===== src/pebank_pkg.sv =====
/*
 * Constants, register map and state layout of the event interrupt bank.
 * Assumes a 200 MHz logic clock and a synchronous register port.
 */
`default_nettype none

package pebank_pkg;

	// ------------------------------------------------------------
	// Clock and timing
	// ------------------------------------------------------------
	localparam int PEB_CLK_PERIOD_NS = 5;
	localparam int PEB_MS_NS         = 1000000;
	localparam int PEB_MS_CYCLES     = PEB_MS_NS / PEB_CLK_PERIOD_NS;
	localparam int PEB_DIV_W         = 18;
	localparam int PEB_HOLD_W        = 14;
	localparam logic [PEB_HOLD_W-1:0] PEB_HOLD1_MS = 14'h03E8;
	localparam logic [PEB_HOLD_W-1:0] PEB_HOLD2_MS = 14'h07D0;
	localparam logic [PEB_HOLD_W-1:0] PEB_HOLD3_MS = 14'h0BB8;
	localparam logic [PEB_HOLD_W-1:0] PEB_HOLD4_MS = 14'h0FA0;
	localparam logic [PEB_HOLD_W-1:0] PEB_HOLD8_MS = 14'h1F40;

	// ------------------------------------------------------------
	// Register map
	// ------------------------------------------------------------
	localparam logic [7:0] PEB_ADDR_CATEGORY   = 8'h06;
	localparam logic [7:0] PEB_ADDR_REG_STAT   = 8'h18;
	localparam logic [7:0] PEB_ADDR_REG_MASK   = 8'h19;
	localparam logic [7:0] PEB_ADDR_REG_SENSE  = 8'h1A;
	localparam logic [7:0] PEB_ADDR_TEMP_STAT  = 8'h20;
	localparam logic [7:0] PEB_ADDR_TEMP_MASK  = 8'h21;
	localparam logic [7:0] PEB_ADDR_TEMP_SENSE = 8'h22;
	localparam logic [7:0] PEB_ADDR_BTN_STAT   = 8'h24;
	localparam logic [7:0] PEB_ADDR_BTN_MASK   = 8'h25;
	localparam logic [7:0] PEB_ADDR_BTN_SENSE  = 8'h26;
	localparam logic [7:0] PEB_ADDR_MISC_STAT  = 8'h28;
	localparam logic [7:0] PEB_ADDR_MISC_MASK  = 8'h29;

	// Group order: regulator, temperature, button, miscellaneous
	localparam int PEB_GROUPS = 4;
	localparam int PEB_G_REG  = 0;
	localparam int PEB_G_TEMP = 1;
	localparam int PEB_G_BTN  = 2;
	localparam int PEB_G_MISC = 3;
	localparam logic [PEB_GROUPS-1:0][7:0] PEB_STAT_ADDR =
		{PEB_ADDR_MISC_STAT, PEB_ADDR_BTN_STAT, PEB_ADDR_TEMP_STAT, PEB_ADDR_REG_STAT};
	localparam logic [PEB_GROUPS-1:0][7:0] PEB_MASK_ADDR =
		{PEB_ADDR_MISC_MASK, PEB_ADDR_BTN_MASK, PEB_ADDR_TEMP_MASK, PEB_ADDR_REG_MASK};
	localparam logic [PEB_GROUPS-1:0][7:0] PEB_VALID_BITS =
		{8'h1F, 8'h3F, 8'h05, 8'h07};
	localparam logic [7:0] PEB_STAT_RESET = 8'h00;

	// Category bit positions
	localparam int PEB_CAT_REG  = 4;
	localparam int PEB_CAT_BTN  = 5;
	localparam int PEB_CAT_TEMP = 6;
	localparam int PEB_CAT_MISC = 7;

	// Field positions
	localparam int PEB_TEMP_LOW  = 0;
	localparam int PEB_TEMP_HIGH = 2;
	localparam int PEB_MISC_WAKE = 0;
	localparam int PEB_MISC_DOZE = 1;
	localparam int PEB_MISC_PBTN = 2;
	localparam int PEB_MISC_LOW  = 3;
	localparam int PEB_MISC_OVER = 4;

	// ------------------------------------------------------------
	// State of the bank
	// ------------------------------------------------------------
	typedef struct packed {
		logic [PEB_GROUPS-1:0][7:0] stat;
		logic [PEB_GROUPS-1:0][7:0] mask;
		logic [1:0]                 temp_prev;
		logic [1:0]                 supply_prev;
		logic                       btn_live;
		logic [4:0]                 hold_live;
		logic [7:0]                 deb_cnt;
		logic [PEB_DIV_W-1:0]       ms_div;
		logic [PEB_HOLD_W-1:0]      hold_ms;
		logic [7:0]                 rdata;
		logic                       rvalid;
		logic                       irq_n;
	} pebank_state_s;

endpackage : pebank_pkg

`default_nettype wire


===== src/pebank_top.sv =====
/*
 * Event interrupt bank: status and mask groups, with sense for all but the last, for regulator
 * faults, die temperature, power button and miscellaneous events.
 * Assumes all inputs synchronous to I_CLK and a simple register port.
 */
`timescale 1ns/100ps
`default_nettype none

module pebank_top
	import pebank_pkg::*;
#(
	parameter int MS_CYCLES = PEB_MS_CYCLES
) (
	// Clock and reset
	input  wire logic       I_CLK,
	input  wire logic       I_RST_N,
	// Register port
	input  wire logic       I_REG_WR,
	input  wire logic       I_REG_RD,
	input  wire logic [7:0] I_REG_ADDR,
	input  wire logic [7:0] I_REG_WDATA,
	output var  logic [7:0] O_REG_RDATA,
	output var  logic       O_REG_RVALID,
	// Event sources
	input  wire logic [2:0] I_REG_FAULT,
	input  wire logic       I_TEMP_LOW_ABOVE,
	input  wire logic       I_TEMP_HIGH_ABOVE,
	input  wire logic       I_POWER_BUTTON_N,
	input  wire logic [7:0] I_DEB_PRESS_MS,
	input  wire logic [7:0] I_DEB_RELEASE_MS,
	input  wire logic       I_WAKE_DONE,
	input  wire logic       I_DOZE_DONE,
	input  wire logic       I_POWER_BUTTON_EVT,
	input  wire logic       I_SUPPLY_LOW,
	input  wire logic       I_SUPPLY_OVER,
	// Interrupt
	output var  logic       O_IRQ_OUT_N
);

	pebank_state_s state_reg;
	pebank_state_s state_next;

	logic                       ms_tick;
	logic                       btn_pressed;
	logic [4:0]                 hold_reached;
	logic [PEB_GROUPS-1:0][7:0] set_ev;
	logic [PEB_GROUPS-1:0][7:0] clr_ev;
	logic [7:0]                 category;
	logic [7:0]                 rd_mux;
	logic                       pending;

	// ------------------------------------------------------------
	// Timing and button
	// ------------------------------------------------------------
	assign ms_tick     = (state_reg.ms_div == PEB_DIV_W'(MS_CYCLES - 1));
	assign btn_pressed = ~I_POWER_BUTTON_N;

	// Thresholds compared against whole milliseconds of debounced hold
	assign hold_reached = {state_reg.hold_ms >= PEB_HOLD8_MS,
		state_reg.hold_ms >= PEB_HOLD4_MS,
		state_reg.hold_ms >= PEB_HOLD3_MS,
		state_reg.hold_ms >= PEB_HOLD2_MS,
		state_reg.hold_ms >= PEB_HOLD1_MS};

	// ------------------------------------------------------------
	// Next state
	// ------------------------------------------------------------
	always_comb begin
		state_next = state_reg;
		set_ev     = '0;
		clr_ev     = '0;

		// Millisecond prescaler for debounce and hold timing
		if (ms_tick) begin
			state_next.ms_div = '0;
		end else begin
			state_next.ms_div = state_reg.ms_div + PEB_DIV_W'(1);
		end

		// Debounce: the level must differ for the programmed time
		if (btn_pressed != state_reg.btn_live) begin
			if (state_reg.deb_cnt >= (state_reg.btn_live ? I_DEB_RELEASE_MS
					: I_DEB_PRESS_MS)) begin
				state_next.btn_live = btn_pressed;
				state_next.deb_cnt  = '0;
				set_ev[PEB_G_BTN][0] = 1'b1;
			end else if (ms_tick && state_reg.deb_cnt != 8'hFF) begin
				state_next.deb_cnt = state_reg.deb_cnt + 8'h01;
			end
		end else begin
			state_next.deb_cnt = '0;
		end

		// Hold timer runs only while the debounced press stands
		if (!state_reg.btn_live) begin
			state_next.hold_ms   = '0;
			state_next.hold_live = '0;
		end else begin
			if (ms_tick && state_reg.hold_ms != PEB_HOLD8_MS) begin
				state_next.hold_ms = state_reg.hold_ms + PEB_HOLD_W'(1);
			end
			state_next.hold_live = hold_reached;
			set_ev[PEB_G_BTN][5:1] = hold_reached & ~state_reg.hold_live;
		end

		// Regulator faults set their flags while present
		set_ev[PEB_G_REG][2:0] = I_REG_FAULT;

		// Temperature thresholds: any crossing, either direction
		state_next.temp_prev = {I_TEMP_HIGH_ABOVE, I_TEMP_LOW_ABOVE};
		set_ev[PEB_G_TEMP][PEB_TEMP_LOW]  =
			I_TEMP_LOW_ABOVE ^ state_reg.temp_prev[0];
		set_ev[PEB_G_TEMP][PEB_TEMP_HIGH] =
			I_TEMP_HIGH_ABOVE ^ state_reg.temp_prev[1];

		// Miscellaneous events
		state_next.supply_prev = {I_SUPPLY_OVER, I_SUPPLY_LOW};
		set_ev[PEB_G_MISC][PEB_MISC_WAKE] = I_WAKE_DONE;
		set_ev[PEB_G_MISC][PEB_MISC_DOZE] = I_DOZE_DONE;
		set_ev[PEB_G_MISC][PEB_MISC_PBTN] = I_POWER_BUTTON_EVT;
		set_ev[PEB_G_MISC][PEB_MISC_LOW]  =
			I_SUPPLY_LOW ^ state_reg.supply_prev[0];
		set_ev[PEB_G_MISC][PEB_MISC_OVER] =
			I_SUPPLY_OVER ^ state_reg.supply_prev[1];

		// Register writes: status is write-one-to-clear, mask is plain
		for (int g = 0; g < PEB_GROUPS; g++) begin
			if (I_REG_WR && I_REG_ADDR == PEB_STAT_ADDR[g]) begin
				clr_ev[g] = I_REG_WDATA;
			end
			if (I_REG_WR && I_REG_ADDR == PEB_MASK_ADDR[g]) begin
				state_next.mask[g] = I_REG_WDATA & PEB_VALID_BITS[g];
			end
			// A set in the clearing cycle wins, so no event is lost
			state_next.stat[g] = ((state_reg.stat[g] & ~clr_ev[g]) | set_ev[g])
				& PEB_VALID_BITS[g];
		end

		// Irq follows the next flags so it lines up with status reads
		pending = 1'b0;
		for (int g = 0; g < PEB_GROUPS; g++) begin
			pending = pending | (|(state_next.stat[g] & ~state_next.mask[g]));
		end
		state_next.irq_n = ~pending;

		// Read data is registered and stands one cycle behind the strobe
		state_next.rvalid = I_REG_RD;
		if (I_REG_RD) begin
			state_next.rdata = rd_mux;
		end
	end

	// ------------------------------------------------------------
	// Read decode
	// ------------------------------------------------------------
	always_comb begin
		category = '0;
		category[PEB_CAT_REG]  = |state_reg.stat[PEB_G_REG];
		category[PEB_CAT_BTN]  = |state_reg.stat[PEB_G_BTN];
		category[PEB_CAT_TEMP] = |state_reg.stat[PEB_G_TEMP];
		category[PEB_CAT_MISC] = |state_reg.stat[PEB_G_MISC];
		unique case (I_REG_ADDR)
			PEB_ADDR_CATEGORY:   rd_mux = category;
			PEB_ADDR_REG_STAT:   rd_mux = state_reg.stat[PEB_G_REG];
			PEB_ADDR_REG_MASK:   rd_mux = state_reg.mask[PEB_G_REG];
			PEB_ADDR_REG_SENSE:  rd_mux = {5'h00, I_REG_FAULT};
			PEB_ADDR_TEMP_STAT:  rd_mux = state_reg.stat[PEB_G_TEMP];
			PEB_ADDR_TEMP_MASK:  rd_mux = state_reg.mask[PEB_G_TEMP];
			PEB_ADDR_TEMP_SENSE: rd_mux = {5'h00, state_reg.temp_prev[1], 1'b0,
				state_reg.temp_prev[0]};
			PEB_ADDR_BTN_STAT:   rd_mux = state_reg.stat[PEB_G_BTN];
			PEB_ADDR_BTN_MASK:   rd_mux = state_reg.mask[PEB_G_BTN];
			PEB_ADDR_BTN_SENSE:  rd_mux = {2'h0, state_reg.hold_live,
				state_reg.btn_live};
			PEB_ADDR_MISC_STAT:  rd_mux = state_reg.stat[PEB_G_MISC];
			PEB_ADDR_MISC_MASK:  rd_mux = state_reg.mask[PEB_G_MISC];
			default:             rd_mux = 8'h00;
		endcase
	end

	// ------------------------------------------------------------
	// State register
	// ------------------------------------------------------------
	always_ff @(posedge I_CLK) begin
		if (!I_RST_N) begin
			state_reg             <= '0;
			for (int g = 0; g < PEB_GROUPS; g++) begin
				state_reg.stat[g] <= PEB_STAT_RESET;
				state_reg.mask[g] <= PEB_VALID_BITS[g];
			end
			state_reg.irq_n       <= 1'b1;
		end else begin
			state_reg <= state_next;
		end
	end

	// ------------------------------------------------------------
	// Outputs
	// ------------------------------------------------------------
	assign O_REG_RDATA  = state_reg.rdata;
	assign O_REG_RVALID = state_reg.rvalid;
	assign O_IRQ_OUT_N  = state_reg.irq_n;

endmodule : pebank_top

`default_nettype wire


===== config.mk =====
export PLATFORM = sky130hd
export DESIGN_NAME = pebank_top
export DESIGN_NICKNAME = d
export VERILOG_FILES = /design/src/pebank_pkg.sv /design/src/pebank_top.sv
export SDC_FILE = /design/constraint.sdc
export NUM_CORES = 1
export LEC_CHECK = 0
export ABC_AREA = 1
export BUFFER_PORTS_ARGS = -buffer_cell sky130_fd_sc_hd__buf_2
export CAP_MARGIN = 20
export CORE_AREA = 8 8 133 135
export CTS_BUF_LIST = sky130_fd_sc_hd__clkbuf_2
export DETAILED_ROUTE_END_ITERATION = 10
export DIE_AREA = 0 0 141 143
export MAX_ROUTING_LAYER = met4
export SLEW_MARGIN = 10
export SYNTH_ARGS = -nofsm -noshare
export SYNTH_HDL_FRONTEND = slang
export SYNTH_SLANG_ARGS = --single-unit

===== constraint.sdc =====
create_clock -name I_CLK -period 2.05 [get_ports I_CLK]
set_input_delay 0.1025 -clock I_CLK [delete_from_list [all_inputs] [get_ports I_CLK]]
set_output_delay 0.1025 -clock I_CLK [all_outputs]
set_load 0.1 [all_outputs]

==> impl_results.md <==
- Area Growth Syn to Fin: 20.4%
- Yosys Warn Count: 0
- Post-route cell area: 6840 um2
- TritonCTS clock tree: yes
- Total CTS buffers: 9
- Leakage power: 3.04 nW
- Worst reg2reg setup slack: 0.06 ns
- DR DRC count: 0
- Fin nets: 995
- First-pass GRT wire length: 24300 um
- Worst endpoint required time: 2.65 ns
- Initial antenna violation count: 2
- Placed inst area: 6220 um2
- Number of global-route vias before repair: 5040
- Post-DR vias/cell: 4.61
- Largest cells by area after synthesis: dfxtp_1 (38%), nand2_1 (15%), inv_1 (6.9%)
- Status: finished, final reports clean
- Most used routing layer: met2
- Sink Count: 108
- Buf/Inv on CP: 6
- Post-Syn Nets: 893
- Crit end category: flip-flop
- DR iter-0 viols: 233
- Post-Syn Instances: 834
- Met2 Usage GRT: 26.0%
- Final Hold Vio Count: 0
- FP Rows: 46
- Gr ovfl total: 0
- Kind of critical path: in2reg
- Seq/Total Area, Yosys: 38.0%
- H-tree Lvls: 3
- Io pins: 57
- Full die area: 20200 um2
- Most instantiated library cell after synthesis: nand2_1
- Final antenna-violating net count: 0
- Min-delay src: I_REG_ADDR[2]
- R2R depth: 11
- Avg Cell Area, Syn: 6.82 um2
- CTS max path bufs: 2
- Worst hold path type: in2reg
- Clk slew on worst S/H paths: 0.30 ns
- Max reg flops: 98
- Yosys reg bits: 108
- Share of cells above drive strength 1: 14.2%
- EDFF count, synth: 0
- Hold path cells: 7
- Root buffer cell: clkbuf_2
- Core ar.: 15600 um2
- CP max stage delay: 0.57 ns
- Worst reg2reg endpoint: state_reg[45]$_SDFFE_PP0P_
- Die Wd: 141 um
- Layout Skew: 0.0284 ns
- CP top delay family: buffers and inverters
- Endpoints failing setup: 0
- Least-Margin Pin Slew: 0.570 ns
- Largest area contributor in the netlist: dfxtp_1
- MaxCap Viol Count: 0
- CP cell instances: dlygate4sd3_1, buf_2, inv_1, nand2_1, nor2_4, buf_4, nand2_1, inv_2, nand2_1, o21ai_1, a21oi_1, nand4_1, nand2_1, a21oi_1, dlygate4sd3_1
- Slowest CP cell: dlygate4sd3_1
- Max Clk Rate: 501 MHz
- Async SR Flop Fraction: 0%
- Largest net degree at the start of global routing: 37
- Grt met1 use: 17.7%
- Post-layout util: 43.9%
- Starting Density: 36.4%
- Max VDD drop: 0.478 mV
- Routed WL: 14900 um
- Reg-to-Reg Start: state_reg[55]$_SDFFE_PN0P_
- Router iterations before antenna repair: 4
- Port Buffers: 54
- Type of origin of the critical path: input pin
- Top cells by count, synth: nand2_1 (228), dfxtp_1 (108), inv_1 (105)
- Period utilization: 97.3%
- GR Util All Layers: 15.5%
- Most frequent CP cell: nand2_1
- Share of the synthesized area in the top cell type: 38.0%
- Crit path DAT: 2.59 ns
- Crit-path max FO: 7
- Min Tclk post-route: 1.99 ns
- TNS Setup: 0 ns
- Post-Syn Area: 5680 um2
- Post-synth top flop: dfxtp_1
- Total power: 3.63 mW
- Hold Crit Endpoint: state_reg[68]$_SDFF_PN1_
- Post-DP HPWL: 11300 um
- Slew Viols, Final: 0
- Vias: 5343
- Relative slew margins: 61.9%
- RSZ-0062 raised after global routing: true
- WL per Instance: 12.8 um
- Clk_lat worst skew: 0.62 ns
- Placer congestion estimate: 0.927
- Yosys cell types: 43
- Die H: 143 um
- Global routing usage on met3: 4.14%
- PD cells: 530 nW/um2
## cell families (layout without fill, tap and decap cells)
kind of cell	after synthesis	in the layout	share of synthesized area, %
AND/OR/NAND/NOR	427	427	33.4
buffers and inverters	139	246	10.2
AO/OA/AOI/OAI	119	119	11.1
flip-flops	108	108	38.0
XOR/XNOR	22	22	3.39
adder cells (fa/ha/maj)	12	12	2.64
multiplexers	7	7	1.23
other	0	2	0
## worst min-delay path, delay by kind of cell
family                 cells  cell delay (ns)
AO/OA/AOI/OAI              1             0.08
AND/OR/NAND/NOR            4             0.27
buffers and inverters      2             0.22
## cells in the final DEF, fill, tap and decap left out, types with 7 or more instances in the layout
cell type / netlist / routed
dfxtp_1: 108 / 106
xor2_1: 14 / 14
inv_1: 105 / 105
nand2_1: 228 / 226
xnor2_1: 8 / 8
clkbuf_2: 0 / 10
o21ai_0: 28 / 26
a21oi_1: 68 / 67
nor3_1: 19 / 18
nand4_1: 12 / 12
nand2_2: 6 / 8
nor2_1: 70 / 70
nand3_1: 63 / 63
o21ai_1: 8 / 10
dlygate4sd3_1: 0 / 40
buf_4: 9 / 22
mux2i_1: 7 / 7
ha_1: 12 / 12
buf_2: 6 / 54
## report_power, final
part,internal [mW],switching [mW]
clock,0.420,0.728
sequential,2.14,0.0204
combinational,0.141,0.182
## metrics by stage
step,hold slack [ns],instances,setup WS (ns)
after floorplan,0.196,834,0.0469
after global placement,0.311,1096,0.0350
after detailed placement,0.316,1096,-0.00853
after CTS,0.00216,1153,-0.00911
after global routing,0.00676,1159,-0.0707
final,0.0606,1159,0.0556
## layer usage
layer | share of wire [%] | up-vias
li1 | - | 2879
met1 | 46 | 2367
met2 | 48 | 81
met3 | 4.4 | 16
met4 | 1.9 | 0
met5 | 0 | -
## area by class of cell
cell class	instances	area (um2)
fill	1635	8760
multi-input combinational	587	2970
sequential	108	2170
timing repair buffer	117	856
inverter	113	425
tap	216	270
clock inverter	6	95.1
clock buffer	10	50.0
antenna	2	5.00
## how the worst max path moves through the flow
stage | start | endpoint | slack (ns) | cells after the start
after floorplan | state_reg[55]$_SDFFE_PN0P_ | state_reg[44]$_SDFFE_PP0P_ | 0.05 | 11
after global placement | state_reg[55]$_SDFFE_PN0P_ | state_reg[44]$_SDFFE_PP0P_ | 0.03 | 10
after detailed placement | state_reg[55]$_SDFFE_PN0P_ | state_reg[44]$_SDFFE_PP0P_ | -0.009 | 10
after CTS | state_reg[55]$_SDFFE_PN0P_ | state_reg[44]$_SDFFE_PP0P_ | -0.009 | 10
after global routing | state_reg[55]$_SDFFE_PN0P_ | state_reg[45]$_SDFFE_PP0P_ | -0.07 | 11
final | I_REG_ADDR[6] | O_REG_RDATA[1]$_SDFFE_PN0P_ | 0.06 | 15
## what timing repair did
item	4_1_cts	5_1_grt
setup buffers	1	4
resized for setup	2	10
endpoints found under the hold margin	90	0
pin swaps	0	1
hold buffers	40	0
setup endpoints to repair	6	12
(Power assumes the default switching activity.)
